==> src/rtl/ptps_pkg.sv <==
// Purpose: shared constants and carriers of the packet and time service node
// Assumes: one 50 MHz clock, byte-wide link streams from a link controller
// Notes:   time values are 6-byte unsegmented codes, 4 coarse and 2 fine bytes
package ptps_pkg;
  localparam int          CLK_HZ        = 50_000_000;   // system clock rate
  localparam int          PATH_MAX      = 4;            // most path bytes per send
  localparam int          CUC_BYTES     = 6;            // time value length
  localparam int          SP_HDR_BYTES  = 6;            // space packet primary header
  localparam int          TIME_BYTES    = SP_HDR_BYTES + CUC_BYTES; // time packet body
  localparam logic [7:0]  PTP_PID       = 8'h02;        // protocol byte of packet transfer
  localparam logic [10:0] TIME_APID     = 11'h07f;      // process id of time packets
  localparam logic [7:0]  SP_SEQ_HI     = 8'hc0;        // unsegmented, count 0
  localparam logic [15:0] SP_LEN_FIELD  = 16'h0005;     // data length minus one
  localparam logic [47:0] TIME_STEP     = 48'h0000_0040_0000; // time per timecode wrap
  localparam logic [3:0]  RX_IDX_PID    = 4'h1;         // rx byte of protocol id
  localparam logic [3:0]  RX_IDX_BODY   = 4'h2;         // first space packet byte
  localparam logic [3:0]  RX_IDX_APIDH  = 4'h2;         // apid high bits
  localparam logic [3:0]  RX_IDX_APIDL  = 4'h3;         // apid low bits
  localparam logic [3:0]  RX_IDX_CUC    = 4'h8;         // first time byte
  localparam logic [3:0]  RX_IDX_LAST   = 4'hd;         // last byte of a time packet
  localparam logic [5:0]  TC_ZERO       = 6'h00;        // timecode count that applies time

  // one stream byte; last marks the end of a packet
  typedef struct packed {
    logic       valid;
    logic       last;
    logic [7:0] data;
  } ptps_byte_type;

  // send request from the upper layer
  typedef struct packed {
    logic [PATH_MAX-1:0][7:0] path;
    logic [2:0]               path_len;
    logic [7:0]               laddr;
  } ptps_req_type;

  typedef enum logic [2:0] {
    ST_IDLE = 3'b000,
    ST_PATH = 3'b001,
    ST_ADDR = 3'b010,
    ST_PID  = 3'b011,
    ST_BODY = 3'b100,
    ST_TIME = 3'b101
  } ptps_st_type;

  // whole state of the node
  typedef struct packed {
    ptps_st_type   st;
    ptps_byte_type tx;
    logic          src_ready;
    logic          busy;
    ptps_req_type  req;
    logic [2:0]    pidx;
    logic          is_time;
    logic [3:0]    tidx;
    logic [7:0]    tgt;
    logic          dist_act;
    logic [47:0]   frame;
    logic [3:0]    rx_idx;
    logic          rx_keep;
    logic          apid_ok;
    logic [47:0]   rx_cuc;
    ptps_byte_type dlv;
    logic [47:0]   time_reg;
    logic [47:0]   pend;
    logic          pend_v;
  } ptps_state_type;
endpackage

==> src/rtl/ptps_node.sv <==
// Purpose: node logic wrapping space packets for the link and spreading time
// Assumes: link tx/rx streams, timecodes and upper layer share this clock
// Notes:   delivered bytes have no back-pressure; the upper layer takes each one
// Notes on behaviour
// send each packet once, no ack/retry/segmenting
// no remote memory access, packets and time only
// payload is always a space packet
// prefix path and logical address, then send
// hand unwrapped space packets to upper layer
// time digits use unsegmented time code
// time packet holds value at next zero
// load held time at timecode zero or command
// master sends one time packet per target
// newer time packet replaces the pending one
module ptps_node
  import ptps_pkg::*;
#(
  parameter int N_TARGETS = 2   // time packet receivers served by the master
)(
  // clock and reset
  input  wire logic                        clock,
  input  wire logic                        arst_n,
  // upper layer send side
  input  wire logic                        send_valid,
  input  wire ptps_req_type                send_req,
  input  wire ptps_byte_type               src,
  output logic                             src_ready,
  output logic                             send_busy,
  // link transmit stream
  output ptps_byte_type                    tx,
  input  wire logic                        tx_ready,
  // link receive stream and timecodes
  input  wire ptps_byte_type               rx,
  input  wire logic                        tc_valid,
  input  wire logic [5:0]                  tc_value,
  // upper layer receive side
  output ptps_byte_type                    dlv,
  // time service
  input  wire logic                        dist_start,
  input  wire logic [N_TARGETS-1:0][7:0]   targets,
  input  wire logic                        apply_now,
  output logic [47:0]                      time_now,
  output logic                             time_pending
);
  ptps_state_type s;        // registered state
  ptps_state_type next_s;   // value for the next edge
  logic           free;     // transmit slot can take a byte
  logic           tc_zero;  // timecode wrapped to zero
  logic           rx_cap;   // a complete time packet arrived
  logic [47:0]    cuc_in;   // time bytes shifted with the current one

  // byte of the time packet body at a given index
  function automatic logic [7:0] time_byte(input logic [3:0] idx, input logic [47:0] cuc);
    logic [7:0] b;
    b = 8'h00;
    case (idx)
      4'h0:    b = {5'h00, TIME_APID[10:8]};
      4'h1:    b = TIME_APID[7:0];
      4'h2:    b = SP_SEQ_HI;
      4'h3:    b = 8'h00;
      4'h4:    b = SP_LEN_FIELD[15:8];
      4'h5:    b = SP_LEN_FIELD[7:0];
      default: b = cuc[8*(TIME_BYTES-1-int'(idx)) +: 8];
    endcase
    return b;
  endfunction

  assign free    = !s.tx.valid || tx_ready;
  assign tc_zero = tc_valid && (tc_value == TC_ZERO);
  assign cuc_in  = {s.rx_cuc[39:0], rx.data};
  assign rx_cap  = rx.valid && rx.last && s.rx_keep && s.apid_ok
                   && (s.rx_idx == RX_IDX_LAST);

  // next state: transmit framing, receive unwrapping, time keeping
  always_comb
  begin
    next_s = s;
    next_s.tx.valid = s.tx.valid && !tx_ready;
    next_s.dlv = '0;
    case (s.st)
      ST_IDLE:
      begin
        // time packets go first; a send waits while busy is shown
        if (s.dist_act)
        begin
          next_s.is_time = 1'b1;
          next_s.req.laddr = targets[s.tgt];
          next_s.st = ST_ADDR;
        end
        else if (send_valid)
        begin
          next_s.is_time = 1'b0;
          next_s.req = send_req;
          next_s.pidx = 3'h0;
          next_s.st = (send_req.path_len != 3'h0) ? ST_PATH : ST_ADDR;
        end
      end
      ST_PATH:
      begin
        if (free)
        begin
          next_s.tx = '{valid: 1'b1, last: 1'b0, data: s.req.path[s.pidx]};
          next_s.pidx = s.pidx + 3'h1;
          if (s.pidx + 3'h1 == s.req.path_len)
            next_s.st = ST_ADDR;
        end
      end
      ST_ADDR:
      begin
        if (free)
        begin
          next_s.tx = '{valid: 1'b1, last: 1'b0, data: s.req.laddr};
          next_s.st = ST_PID;
        end
      end
      ST_PID:
      begin
        // only the packet transfer protocol byte is ever sent
        if (free)
        begin
          next_s.tx = '{valid: 1'b1, last: 1'b0, data: PTP_PID};
          next_s.tidx = 4'h0;
          next_s.st = s.is_time ? ST_TIME : ST_BODY;
        end
      end
      ST_BODY:
      begin
        // space packet bytes pass through once, unchanged and unsplit
        if (s.src_ready && src.valid)
        begin
          next_s.tx = '{valid: 1'b1, last: src.last, data: src.data};
          if (src.last)
            next_s.st = ST_IDLE;
        end
      end
      ST_TIME:
      begin
        if (free)
        begin
          next_s.tx.valid = 1'b1;
          next_s.tx.data = time_byte(s.tidx, s.frame);
          next_s.tx.last = (s.tidx == 4'(TIME_BYTES - 1));
          next_s.tidx = s.tidx + 4'h1;
          if (s.tidx == 4'(TIME_BYTES - 1))
          begin
            // one separate packet per target, then done
            next_s.st = ST_IDLE;
            if (s.tgt == 8'(N_TARGETS - 1))
            begin
              next_s.dist_act = 1'b0;
              next_s.tgt = 8'h00;
            end
            else
              next_s.tgt = s.tgt + 8'h01;
          end
        end
      end
      default:
        next_s.st = ST_IDLE;
    endcase
    // start of a distribution round latches the value at next zero
    if (dist_start && !s.dist_act)
    begin
      next_s.dist_act = 1'b1;
      next_s.tgt = 8'h00;
      next_s.frame = s.time_reg + TIME_STEP;
    end
    // ready only toward an empty slot, so no byte is dropped
    next_s.src_ready = (next_s.st == ST_BODY) && !next_s.tx.valid;
    next_s.busy = (next_s.st != ST_IDLE) || next_s.dist_act;
    // receive: strip address and protocol bytes, keep the space packet
    if (rx.valid)
    begin
      if (s.rx_idx != 4'hf)
        next_s.rx_idx = s.rx_idx + 4'h1;
      if (s.rx_idx == RX_IDX_PID)
        next_s.rx_keep = (rx.data == PTP_PID);
      if (s.rx_idx == RX_IDX_APIDH)
        next_s.apid_ok = (rx.data[2:0] == TIME_APID[10:8]);
      if (s.rx_idx == RX_IDX_APIDL)
        next_s.apid_ok = s.apid_ok && (rx.data == TIME_APID[7:0]);
      if (s.rx_idx >= RX_IDX_CUC && s.rx_idx <= RX_IDX_LAST)
        next_s.rx_cuc = cuc_in;
      if (s.rx_idx >= RX_IDX_BODY && s.rx_keep)
        next_s.dlv = '{valid: 1'b1, last: rx.last, data: rx.data};
      if (rx.last)
      begin
        next_s.rx_idx = 4'h0;
        next_s.rx_keep = 1'b0;
        next_s.apid_ok = 1'b0;
      end
    end
    // timecode zero or local command applies the held value
    if (tc_zero || apply_now)
    begin
      if (s.pend_v)
      begin
        next_s.time_reg = s.pend;
        next_s.pend_v = 1'b0;
      end
      else if (tc_zero)
        next_s.time_reg = s.time_reg + TIME_STEP;  // extrapolate on a missed update
    end
    // a new value arriving with the apply still wins and stays held
    if (rx_cap)
    begin
      next_s.pend = cuc_in;
      next_s.pend_v = 1'b1;
    end
  end

  // single register of all state
  always_ff @(posedge clock or negedge arst_n)
  begin
    if (!arst_n)
      s <= '0;
    else
      s <= next_s;
  end

  assign src_ready    = s.src_ready;
  assign send_busy    = s.busy;
  assign tx           = s.tx;
  assign dlv          = s.dlv;
  assign time_now     = s.time_reg;
  assign time_pending = s.pend_v;

  property p_once;
    @(posedge clock) disable iff (!arst_n)
    (s.st == ST_BODY && s.src_ready && src.valid && src.last) |=> s.st == ST_IDLE;
  endproperty
  a_once: assert property (p_once) else $error("body did not end after last");

  property p_pid;
    @(posedge clock) disable iff (!arst_n)
    (s.st == ST_PID && free) |=> tx.valid && tx.data == PTP_PID;
  endproperty
  a_pid: assert property (p_pid) else $error("wrong protocol byte sent");

  property p_prefix;
    @(posedge clock) disable iff (!arst_n)
    (s.st == ST_IDLE && !s.dist_act && send_valid && send_req.path_len == 3'h0
     && !s.tx.valid) |=> ##1 tx.valid && tx.data == $past(send_req.laddr, 2);
  endproperty
  a_prefix: assert property (p_prefix) else $error("address byte not sent");

  property p_deliver;
    @(posedge clock) disable iff (!arst_n)
    (rx.valid && s.rx_keep && s.rx_idx >= RX_IDX_BODY) |=> dlv.valid
      && dlv.data == $past(rx.data);
  endproperty
  a_deliver: assert property (p_deliver) else $error("packet byte not delivered");

  property p_next_zero;
    @(posedge clock) disable iff (!arst_n)
    (dist_start && !s.dist_act) |=> s.frame == $past(s.time_reg) + TIME_STEP;
  endproperty
  a_next_zero: assert property (p_next_zero) else $error("time packet value wrong");

  property p_apply;
    @(posedge clock) disable iff (!arst_n)
    (tc_zero && s.pend_v && !rx_cap) |=> time_now == $past(s.pend) && !time_pending;
  endproperty
  a_apply: assert property (p_apply) else $error("held time not applied");

  property p_per_target;
    @(posedge clock) disable iff (!arst_n)
    (s.st == ST_TIME && free && s.tidx == 4'(TIME_BYTES - 1)
     && s.tgt != 8'(N_TARGETS - 1)) |=> ##1 s.st == ST_ADDR && s.is_time;
  endproperty
  a_per_target: assert property (p_per_target) else $error("target skipped");

  property p_latest;
    @(posedge clock) disable iff (!arst_n)
    rx_cap |=> time_pending && s.pend == $past(cuc_in);
  endproperty
  a_latest: assert property (p_latest) else $error("newest time not held");
endmodule

==> config.mk <==
export PLATFORM = sky130hd
export DESIGN_NAME = ptps_node
export DESIGN_NICKNAME = d
export VERILOG_FILES = /design/src/rtl/ptps_pkg.sv /design/src/rtl/ptps_node.sv
export SDC_FILE = /design/constraint.sdc
export NUM_CORES = 1
export LEC_CHECK = 0
export BUFFER_PORTS_ARGS = -buffer_cell sky130_fd_sc_hd__buf_2
export CAP_MARGIN = 0
export CORE_ASPECT_RATIO = 1.5
export CORE_MARGIN = 10
export CORE_UTILIZATION = 56
export DETAILED_ROUTE_END_ITERATION = 12
export GPL_ROUTABILITY_DRIVEN = 1
export PLACE_DENSITY = 0.74
export SYNTH_ARGS = -nofsm -noshare
export SYNTH_HDL_FRONTEND = slang
export SYNTH_SLANG_ARGS = --single-unit
==> constraint.sdc <==
create_clock -name clock -period 3.3 [get_ports clock]
set_clock_uncertainty 0.1 [all_clocks]
set_input_delay 0 -clock clock [delete_from_list [all_inputs] [get_ports clock]]
set_output_delay 0 -clock clock [all_outputs]
set_load 0.01 [all_outputs]
# Word level (Yosys, flattened, before mapping)
# Index checks and enable logic that the tools add are counted.
# totals
in_bits	92
word_cells	162
reg_bits	284
# classes
n_eq_ne	28
n_lt_le_gt_ge	5
add_sub_neg	6
muxes	44
n_bitwise	1
n_reduce_logical	49
shift	1
# ops
operator	count
$mux 48	2
$mux 13	6
$mux 57	1
$pmux 10 s5	1
$add 48x23->48 const B	1
$shiftx 48x8->8	1
$mux 8	5
$pmux 8 s4	1
$mux 3	7
$mux 10	2
$reduce_bool 2->1	10
$mux 9	2
$pmux 3 s6	1
$bmux 8 s2	1
$eq 4x2->1 const B	4
$ne 2x2->1 const B	7
$logic_and 1x1->1	12
$mux 12	1
$reduce_and 2->1	6
$eq 3x3->1 const B	3
$reduce_and 3->1	3
$reduce_bool 3->1	3
$add 4x1->4 const B	2
$add 8x1->8 const B	1
33 further kinds	51

# Depth between registers and ports, before layout
# Gate-level depths: netlist of run 1.
# depth
ltp_word	7
depth_mapped	10
ltp_nobuf	7

# Worst setup path before layout of run 1
# Ideal clock, no wire load.
# synth_timing
path_kind	reg-to-reg
startpoint	register s[219] (netlist name)
endpoint	register s, in the netlist tx[0]
stages_incl_launch_ff	11
arrival_time_ps	2131
t_required_ps	3059
synth_period_minus_slack_ps	2373
path_buffers	3
slack_ps	927
cell_sequence	dfrtp_1 -> buf_6 -> clkbuf_1 -> inv_1 -> ha_1 -> o41ai_1 -> and2_1 -> clkbuf_1 -> o221ai_1 -> nand2_1 -> a31oi_1
# synth_via
elab_chain_cells	5
# synth_rtl
element	line	text
from (decl)	ptps_node.sv:45	ptps_state_type s;
from (signal assigned)	ptps_node.sv:218	s <= next_s;
$sub 4x4->5 (tied with other cells)	ptps_node.sv:63	default: b = cuc[8*(TIME_BYTES-1-int'(idx)) +: 8];
$shiftx 48x8->8 / $reduce_or 3->1 (equally long branches)	n/a	
$pmux 8 s4 *	ptps_node.sv:56	case (idx)
$mux 13 *	ptps_node.sv:138	if (free)
$pmux 10 s5 *	ptps_node.sv:80	case (s.st)
# Every way passes the cells marked *; elsewhere a longest branch is shown, timed or not. The select of a mux whose other input is x is not followed.
# A chain may end at the register's enable or synchronous reset.

# Final worst setup path of run 1
# layout_timing
startpoint	register s[218] (netlist name)
endpoint	register s, in the netlist tx[1]
# Same word-level chain as after synthesis.

==> reports/metrics.yaml, run 1 <==
job:
  drv_cap: 0
finish:
  final_common_cell: "dfrtp_1"
  final_cell_mix: "dfrtp_1 (276), mux2_2 (178), buf_2 (161)"
  fillers: 1725
  area_growth_pct: 18.25
  fin_cells: 1649
  final_cell_area_um2: 15800
  drive_gt1_share_pct: 32.43
  fin_nets: 1416
outcome:
  violations: "hold timing"
  outcome: "finished with violations"
yosys:
  synth-edff-count: 0
  synth_cell_types: 72
  ys_warn_count: 0
  yosysSeqAreaShare_pct: 51.69
  syn_inst: 1138
  synthArstFlopShare_pct: 100.0
  syn_area_per_cell_um2: 11.74
  ys_ff_latch: 276
  synthFlopType: "dfrtp_1"
  syn_area_um2: 13360
  syn_nets: 1245
clock_tree:
  post-cts-setup-buffers: 0
  clk_latency_ns: 0.55
  numCtsBuffers: 27
  cts_tree: "done"
  path_clk_slew_ns: 0.06
  clk_path_buf_depth: 3
  cts_max_level: 1
  cts_root_buf: "clkbuf_16"
  cts.sinks: 276
  cts_resized: 0
power_and_ir_drop:
  swShare_pct: 29.14
  intPower_w: 0.006335
  p_sw_w: 0.002606
  ir_drop_uv: 458.2
  power_frac_clock_pct: 35.2
  p_comb_share_pct: 20.6
  power_frac_seq_pct: 44.2
  p_leak_nw: 7.576
  cellPowerDensity_nw_per_um2: 565.8
  total_power_w: 0.008941
global_routing:
  grt_pass1_wl_mm: 54.34
  track_usage_pct: 21.73
  gr-total-overflow: 0
  grt_pass1_vias: 9912
  grt_max_degree: 106
  antenna_found_initial: 1
floorplanning:
  core_area_um2: 23570
  die_h_um: 209.2
  start_util_pct: 56.70
  die_area_um2: 30570
  die_w_um: 146.1
  rows: 69
  pin_count: 163
worst_setup_path:
  crit_slowest_cell: "dfrtp_1"
  critPathArrivalTime_ns: 2.99
  cp-start-kind: "flop"
  critPathRequiredTime_ns: 3.60
  crit_chain: "inv_1 -> ha_1 -> o41ai_1 -> and2_1 -> o221ai_1 -> nand2_1 -> a31oi_1"
  end_kind: "flop"
  ff2ff_path_depth: 7
  reg2reg_slack_ns: 0.61
  r2r-end: "tx[1]$_DFFE_PN0P_"
  slowest_delay_ns: 0.77
  critPathKind: "flop to flop"
  crit_fanout: 13
  worstReg2RegStart: "s[218]$_DFFE_PN0P_"
sta:
  finalSetupViolations: 0
  rsz0062_at_grt: "no"
  hold_viol_final: 1
  fin_crit_sh_pct: 81.43
  hold_ws_ns: -0.005336
  worstMarginPinSlew_ns: 1.184
  maxSlewViolCount: 0
  layout_min_cycle_time_ns: 2.687
  tns_ns: 0
  fmax_mhz: 372.1
  slew_headroom_pct: 21.09
detailed_routing:
  postRouteWirelength_mm: 33.71
  post_drt_wl_per_cell_um: 20.44
  num_vias: 9496
  drt_iter0_drc: 607
  via_per_inst: 5.759
  firstDrtPassIters: 6
  drc: 0
  drtAntennaViolNets: 0
place:
  dp_hpwl_mm: 22.53
  io_buffers: 162
  postPlaceCellArea_um2: 13980
  gp_congestion: 0.9326
  dp_cells: 1507
hold_path:
  hold_class: "input pin to asynchronous set/reset pin"
==> critical path, delay by kind of cell, from the launching register on <==
kind | cells | cell delay, ns
DFF | 1 | 0.77
AOI/OAI and AO/OA | 3 | 0.75
and+or+nand+nor | 2 | 0.42
adders and majority gates | 1 | 0.28
buffers and inverters | 1 | 0.22
==> Yosys cell counts (3+ instances only) <==
cell type / number / share of area [%]
dfrtp_1: 276 / 52
mux2_2: 178 / 15
nand2_1: 83 / 2.3
o21ai_0: 79 / 3.0
buf_4: 69 / 3.9
clkbuf_1: 47 / 1.3
nor2_1: 44 / 1.2
a21oi_1: 25 / 0.94
inv_1: 23 / 0.65
nand3_1: 19 / 0.71
a31oi_1: 18 / 0.84
a22oi_1: 16 / 0.90
and2_1: 15 / 0.70
ha_1: 15 / 1.4
xnor2_1: 15 / 0.98
xor2_1: 15 / 0.98
mux4_2: 14 / 2.4
mux2i_1: 13 / 0.97
nor2b_1: 12 / 0.56
o22ai_1: 11 / 0.52
buf_2: 9 / 0.34
nand4_1: 9 / 0.42
nand2b_1: 8 / 0.37
nor3_1: 8 / 0.30
a22o_1: 7 / 0.46
a2bb2oi_1: 7 / 0.46
and3_1: 7 / 0.33
nor4_1: 7 / 0.33
buf_1: 6 / 0.17
o221ai_1: 6 / 0.39
a222oi_1: 5 / 0.37
and4_1: 5 / 0.33
o22a_1: 5 / 0.33
a21o_1: 4 / 0.22
a221oi_1: 4 / 0.26
o21ai_1: 4 / 0.15
o21a_1: 3 / 0.17
==> final cells by class <==
| class | instances | area (um2) | share of cell area [%] |
|---|---|---|---|
| clock buffers | 37 | 753.2 | 4.767 |
| clock inverters | 12 | 148.9 | 0.9423 |
| diodes | 1 | 2.502 | 0.01584 |
| repair buffers | 275 | 1912 | 12.10 |
| multi-input cells | 706 | 5593 | 35.39 |
| well taps | 319 | 399.1 | 2.526 |
| inverters | 23 | 86.33 | 0.5464 |
| flip-flops and latches | 276 | 6907 | 43.71 |
==> kinds of logic after synthesis <==
family | Yosys count | synth area share, %
muxes | 206 | 18.53
xor gates and xnor gates | 30 | 1.966
AOI/OAI and AO/OA | 219 | 10.84
adders and majority gates | 15 | 1.404
buffers and inverters | 156 | 6.517
and+or+nand+nor | 236 | 9.054
DFF | 276 | 51.69
==> registers in the layout, indices dropped and copies added (netlist names) <==
register,count
cuc_in,40
s,165
tx,10
dlv,10
time_pending,1
src_ready,1
send_busy,1
time_now,48
==> how the worst max path moves through the flow <==
stage	startpoint	slack [ns]	cells past startpoint	to
after floorplan	s[219]$_DFFE_PN0P_	0.93	10	tx[0]$_DFFE_PN0P_
after global placement	s[218]$_DFFE_PN0P_	0.80	7	tx[0]$_DFFE_PN0P_
after detailed placement	s[218]$_DFFE_PN0P_	0.69	7	tx[1]$_DFFE_PN0P_
after CTS	s[218]$_DFFE_PN0P_	0.58	7	tx[1]$_DFFE_PN0P_
after global routing	s[218]$_DFFE_PN0P_	0.32	7	tx[5]$_DFFE_PN0P_
final	s[218]$_DFFE_PN0P_	0.61	7	tx[1]$_DFFE_PN0P_
==> metal layers <==
layer / routed length, um / part of all wire [%] / up-vias / track usage (%)
li1: - / - / 4387 / -
met1: 12540 / 37 / 4738 / 24.30
met2: 18130 / 54 / 303 / 39.81
met3: 1886 / 5.6 / 68 / 4.087
met4: 1151 / 3.4 / 0 / 8.307
met5: 0 / 0 / - / 0
==> power by group through the flow <==
stage	Combinational (W)	Sequential [W]	Clock (W)
3_5_place_dp	0.00161	0.00401	0
2_1_floorplan	0.00131	0.00383	0
3_3_place_gp	0.00158	0.00400	0
4_1_cts	0.00181	0.00395	0.00320
6_report	0.00184	0.00396	0.00315
5_1_grt	0.00202	0.00399	0.00335
==> through the flow <==
step	util, %	setup WS (ns)
floorplan	-	0.9275
global placement	59.30	0.8049
detailed placement	59.30	0.6863
CTS	67.03	0.5848
global route	67.04	0.3152
finish	67.04	0.6127
==> what timing repair did <==
action                     4_1_cts  5_1_grt
hold endpoints to repair       207        0
setup endpoints to repair        0        0
hold buffers                    92        0
Note: power is estimated with default switching activity, not from simulation.
==> inputs of run 2 (changes only) <==
==> constraint.sdc (replaced) <==
create_clock -name clock -period 2.7 [get_ports clock]
set_clock_uncertainty 0.1 [all_clocks]
set_input_delay 0 -clock clock [delete_from_list [all_inputs] [get_ports clock]]
set_output_delay 0 -clock clock [all_outputs]
set_load 0.01 [all_outputs]
==> run 2 against run 1 <==
- the run now ends clean
- flip-flop and latch count unchanged
- cell area rose by 1.6%
- count of clock-buffer cells in the layout stayed put
- power increased by 25%
- critical path depth did not move
- sequential share of layout area down 0.70 points
- die area unchanged
- maximum frequency increased by 1.5%
- register-to-register slack worse by 0.56 ns
- routed wire length up 1.3%
- first-iteration DRC count up 1.8%
- critical path type unchanged
==> reports/metrics.yaml, run 2 (same netlist as run 1, synthesis figures left out) <==
power_and_ir_drop:
  swShare_pct: 28.34  # was 29.14%
  cellPowerDensity_nw_per_um2: 695.5  # was 565.8 nW/um2
  p_sw_w: 0.003166  # was 0.002606 W
  ir_drop_uv: 560.2  # was 458.2 uV
  p_comb_share_pct: 21.7  # was 20.6%
  power_frac_clock_pct: 35.8  # was 35.2%
  power_frac_seq_pct: 42.5  # was 44.2%
  total_power_w: 0.01117  # was 0.008941 W
  intPower_w: 0.008004  # was 0.006335 W
  p_leak_nw: 7.727  # was 7.576 nW
floorplanning:
  die_h_um: 209.2  # unchanged
  core_area_um2: 23570  # unchanged
  die_w_um: 146.1  # unchanged
  rows: 69  # unchanged
  start_util_pct: 56.70  # unchanged
  die_area_um2: 30570  # unchanged
  pin_count: 163  # unchanged
outcome:
  outcome: "finished, final reports clean"  # was finished with violations
detailed_routing:
  drt_iter0_drc: 618  # was 607
  drtAntennaViolNets: 0  # unchanged
  via_per_inst: 5.752  # was 5.759
  drc: 0  # unchanged
  post_drt_wl_per_cell_um: 20.47  # was 20.44 um
  num_vias: 9594  # was 9,496
  firstDrtPassIters: 5  # was 6
  postRouteWirelength_mm: 34.15  # was 33.71 mm
job:
  drv_cap: 0  # unchanged
sta:
  tns_ns: 0  # unchanged
  fmax_mhz: 377.8  # was 372.1 MHz
  hold_viol_final: 0  # was 1
  maxSlewViolCount: 0  # unchanged
  finalSetupViolations: 0  # unchanged
  slew_headroom_pct: 51.92  # was 21.09%
  worstMarginPinSlew_ns: 0.7112  # was 1.184 ns
  timing.final.ws_setup_ns: 0.05305  # was 0.6127 ns
  rsz0062_at_grt: "no"  # unchanged
  fin_crit_sh_pct: 98.04  # was 81.43%
  layout_min_cycle_time_ns: 2.647  # was 2.687 ns
global_routing:
  grt_pass1_vias: 10010  # was 9,912
  grt_max_degree: 76  # was 106
  antenna_found_initial: 1  # unchanged
  grt_pass1_wl_mm: 54.44  # was 54.34 mm
  gr-total-overflow: 0  # unchanged
  track_usage_pct: 21.72  # was 21.73%
clock_tree:
  clk_path_buf_depth: 3  # unchanged
  cts_max_level: 1  # unchanged
  cts_tree: "done"  # unchanged
  numCtsBuffers: 27  # unchanged
  cts.sinks: 276  # unchanged
  path_clk_slew_ns: 0.07  # was 0.06 ns
  post-cts-setup-buffers: 0  # unchanged
  clk_latency_ns: 0.53  # was 0.55 ns
  cts_root_buf: "clkbuf_16"  # unchanged
place:
  io_buffers: 162  # unchanged
  place_ws_ns: 0.2041  # was 0.6863 ns
  dp_hpwl_mm: 23.01  # was 22.53 mm
  dp_cells: 1521  # was 1,507
  gp_congestion: 0.9073  # was 0.9326
finish:
  largest_reg_flops: 165  # unchanged
  multi_input_area_um2: 5593  # unchanged
  top_register: "s"  # unchanged
  fin_nets: 1434  # was 1,416
  fillers: 1693  # was 1,725
  final_cell_mix: "dfrtp_1 (275), mux2_2 (178), buf_2 (161)"  # was dfrtp_1 (276), mux2_2 (178), buf_2 (161)
  final_common_cell: "dfrtp_1"  # unchanged
  fin_cells: 1668  # was 1,649
  area_growth_pct: 20.19  # was 18.25%
  fin_util_pct: 68.14  # was 67.04%
  drive_gt1_share_pct: 33.46  # was 32.43%
  seqCellArea_um2: 6908  # was 6907 um2
hold_path:
  hold_class: "input pin to flop"  # was input pin to asynchronous set/reset pin
worst_setup_path:
  crit_fanout: 10  # was 13
  critPathKind: "flop to flop"  # unchanged
  critPathRequiredTime_ns: 3.06  # was 3.60 ns
  critPathArrivalTime_ns: 3.01  # was 2.99 ns
  end_kind: "flop"  # unchanged
  cp-start-kind: "flop"  # unchanged
## run 2: changes by cell type in the layout (fill, tap and decap cells not counted)
cell	change
clkbuf_8	+4
buf_4	+10
buf_12	+4
dlygate4sd3_1	+4
clkbuf_1	-4
bufinv_16	+1
clkinv_2	+3
dfrtp_1	-1
dfrtp_2	+1
clkinvlp_4	-3
## run 2: worst paths after layout
check / start / end / slack [ns] / cells past startpoint
max: s[281]$_DFF_PN0_ / s[233]$_DFFE_PN0P_ / 0.05 / 7
min: src[9] / tx[9]$_DFF_PN0_ / 0.04 / 4
max reg2reg: s[281]$_DFF_PN0_ / s[233]$_DFFE_PN0P_ / 0.05 / 7
min reg2reg: s[197]$_DFFE_PN0P_ / s[197]$_DFFE_PN0P_ / 0.38 / 2
max in group asynchronous: arst_n / s[206]$_DFFE_PN0P_ / 1.21 / 4
min in group asynchronous: arst_n / s[210]$_DFFE_PN0P_ / 0.47 / 3
## run 2: repair_timing
item                                    CTS  global route
endpoints found under the setup margin    0             2
hold endpoints to repair                395             0
hold buffers                             96             0
gates resized for setup                   0             1
## run 2: area by class of cell
type                            instances  area share (%)
Multi-Input combinational cell        706           34.82
Clock buffer                           37           4.939
Sequential cell                       276           43.01
Antenna cell                            1         0.01558
Clock inverter                         13           1.067
Tap cell                              319           2.485
Inverter                               23          0.5376
Timing Repair Buffer                  293           13.12
## run 2: stage by stage
stage          hold WS, ns  area, um2
2_1_floorplan      -0.3956      13360
3_3_place_gp      -0.09060      14130
3_5_place_dp      -0.07761      14130
4_1_cts            0.03490      16060
5_1_grt            0.07102      16060
6_report           0.03605      16060
## run 2: metal layers
layer  vias to the layer above  part of all wire, %  GRT usage, %
li1                       4425                    -             -
met1                      4785                   38         24.69
met2                       309                   54         39.87
met3                        75                  5.2         3.439
met4                         0                  3.5         8.169
met5                         -                    0             0
## run 2: power groups by stage
stage | Clock [W] | Sequential (W) | Combinational (W)
3_3_place_gp | 0 | 0.00479 | 0.00208
2_1_floorplan | 0 | 0.00468 | 0.00161
5_1_grt | 0.00425 | 0.00478 | 0.00264
4_1_cts | 0.00407 | 0.00473 | 0.00239
6_report | 0.00400 | 0.00475 | 0.00242
3_5_place_dp | 0 | 0.00481 | 0.00214
## run 2: critical path: stages, from the launching register on
cell and delay, ns:
dfrtp_2 0.47, buf_4 0.19, nor3_1 0.14, buf_4 0.21, a31oi_1 0.09, dlygate4sd3_1 0.57, o21ai_0 0.20, dlygate4sd3_1 0.61
==> inputs of run 3 (changes only) <==
--- a/config.mk
+++ b/config.mk
@@ -12,7 +12,7 @@
 export CORE_UTILIZATION = 56
 export DETAILED_ROUTE_END_ITERATION = 12
 export GPL_ROUTABILITY_DRIVEN = 1
-export PLACE_DENSITY = 0.74
+export PLACE_DENSITY = 0.76
 export SYNTH_ARGS = -nofsm -noshare
 export SYNTH_HDL_FRONTEND = slang
 export SYNTH_SLANG_ARGS = --single-unit
==> run 3 against run 2 <==
- count of clock-buffer cells in the layout shrank 1
- cell area shrank 0.48%
- register-to-register slack gained 0.05 ns
==> reports/metrics.yaml, run 3 (same netlist as run 1, synthesis figures left out) <==
hold_path:
  hold_class: "input pin to flop"  # unchanged
detailed_routing:
  via_per_inst: 5.767  # was 5.752
  num_vias: 9591  # was 9,594
  post_drt_wl_per_cell_um: 20.77  # was 20.47 um
  drc: 0  # unchanged
  firstDrtPassIters: 7  # was 5
  drtAntennaViolNets: 0  # unchanged
  drt_iter0_drc: 540  # was 618
  postRouteWirelength_mm: 34.54  # was 34.15 mm
place:
  gp_congestion: 0.9424  # was 0.9073
  io_buffers: 162  # unchanged
  dp_cells: 1519  # was 1,521
  place_ws_ns: 0.2005  # was 0.2041 ns
  dp_hpwl_mm: 23.11  # was 23.01 mm
worst_setup_path:
  critPathArrivalTime_ns: 2.97  # was 3.01 ns
  crit_fanout: 12  # was 10
  end_kind: "flop"  # unchanged
  critPathRequiredTime_ns: 3.07  # was 3.06 ns
  cp-start-kind: "flop"  # unchanged
  critPathKind: "flop to flop"  # unchanged
clock_tree:
  cts_tree: "done"  # unchanged
  cts_root_buf: "clkbuf_16"  # unchanged
  numCtsBuffers: 26  # was 27
  cts.sinks: 276  # unchanged
  clk_path_buf_depth: 3  # unchanged
  cts_max_level: 1  # unchanged
  clk_latency_ns: 0.54  # was 0.53 ns
  path_clk_slew_ns: 0.07  # about the same
sta:
  maxSlewViolCount: 0  # unchanged
  tns_ns: 0  # unchanged
  finalSetupViolations: 0  # unchanged
  fin_crit_sh_pct: 96.25  # was 98.04%
  hold_viol_final: 0  # unchanged
  timing.final.ws_setup_ns: 0.1013  # was 0.05305 ns
  fmax_mhz: 384.8  # was 377.8 MHz
  slew_headroom_pct: 52.46  # was 51.92%
  worstMarginPinSlew_ns: 0.7132  # was 0.7112 ns
  layout_min_cycle_time_ns: 2.599  # was 2.647 ns
floorplanning:
  start_util_pct: 56.70  # unchanged
  die_h_um: 209.2  # unchanged
  die_w_um: 146.1  # unchanged
  pin_count: 163  # unchanged
  rows: 69  # unchanged
  die_area_um2: 30570  # unchanged
  core_area_um2: 23570  # unchanged
global_routing:
  grt_max_degree: 75  # was 76
  grt_pass1_wl_mm: 55.86  # was 54.44 mm
  gr-total-overflow: 0  # unchanged
  grt_pass1_vias: 10280  # was 10,010
  track_usage_pct: 22.23  # was 21.72%
  antenna_found_initial: 0  # was 1
finish:
  drive_gt1_share_pct: 33.58  # was 33.46%
  top_register: "s"  # unchanged
  final_common_cell: "dfrtp_1"  # unchanged
  fillers: 1735  # was 1,693
  final_cell_mix: "dfrtp_1 (275), mux2_2 (178), buf_2 (161)"  # unchanged
  area_growth_pct: 19.62  # was 20.19%
  fin_nets: 1431  # was 1,434
  fin_cells: 1663  # was 1,668
  largest_reg_flops: 165  # unchanged
job:
  drv_cap: 0  # unchanged
power_and_ir_drop:
  p_leak_nw: 7.691  # was 7.727 nW
  cellPowerDensity_nw_per_um2: 690.8  # was 695.5 nW/um2
  ir_drop_uv: 722.1  # was 560.2 uV
outcome:
  outcome: "finished, final reports clean"  # unchanged
-- run 3: cell count changes in the layout (fill, tap and decap cells not counted), sizes merged --
cell	previous run	this run
dlygate4sd3	96	92
inv	24	23
bufinv	4	3
clkbuf	37	36
dlymetal6s4s	0	1
clkdlybuf4s15	0	1
-- run 3: through the flow --
stage / util [%] / instance area (um2) / power, W / hold slack (ns)
floorplan: - / 13360 / 0.006282 / -0.3956
global placement: 59.79 / 14090 / 0.006838 / -0.1018
detailed placement: 59.79 / 14090 / 0.006909 / -0.09565
CTS: 67.64 / 15940 / 0.01101 / 0.02475
global route: 67.81 / 15980 / 0.01155 / 0.06162
finish: 67.82 / 15980 / 0.01104 / 0.03984
-- run 3: report_power, final --
part / leakage, nW / switching (W) / internal (W)
Clock: 0.454 / 0.00159 / 0.00228
Combinational: 3.50 / 0.00127 / 0.00113
Sequential: 3.74 / 0.000337 / 0.00443
Total: 7.69 / 0.00320 / 0.00785
-- run 3: what timing repair did --
action,CTS,global route
gates resized for setup,0,4
setup endpoints to repair,0,9
endpoints found under the hold margin,386,0
setup buffers,0,2
hold buffers,93,0
-- run 3: routing by layer --
layer  up-vias  part of all wire, %  GRT usage (%)
li1       4406                    -              -
met1      4826                   37          24.72
met2       291                   55          41.66
met3        68                  4.9          3.741
met4         0                  3.1          7.511
met5         -                    0              0
-- run 3: final timing paths --
kind	from	endpoint	slack, ns	cells after the start
worst max-delay path	s[283]$_DFF_PN0_	s[229]$_DFFE_PN0P_	0.10	7
worst min-delay path	src[9]	tx[9]$_DFF_PN0_	0.04	4
worst max register to register	s[283]$_DFF_PN0_	s[229]$_DFFE_PN0P_	0.10	7
worst min register to register	s[200]$_DFFE_PN0P_	s[200]$_DFFE_PN0P_	0.38	2
max in group asynchronous	arst_n	s[283]$_DFF_PN0_	1.12	4
min in group asynchronous	arst_n	s[1]$_DFFE_PN0P_	0.45	3
-- run 3: critical path: stages (launching register included) --
cell,delay (ns)
dfrtp_2,0.42
buf_4,0.18
nor3_2,0.22
buf_4,0.19
a31oi_1,0.09
dlygate4sd3_1,0.56
o21ai_0,0.20
dlygate4sd3_1,0.58
-- run 3: final cells by class --
type	count	area (um2)	area share, %
multi-input combinational	706	5599	35.03
inverter	23	86.33	0.5401
timing repair buffer	291	2069	12.95
sequential	276	6908	43.22
clock buffer	36	768.2	4.806
clock inverter	11	151.4	0.9472
tap	319	399.1	2.497
antenna	1	2.502	0.01566
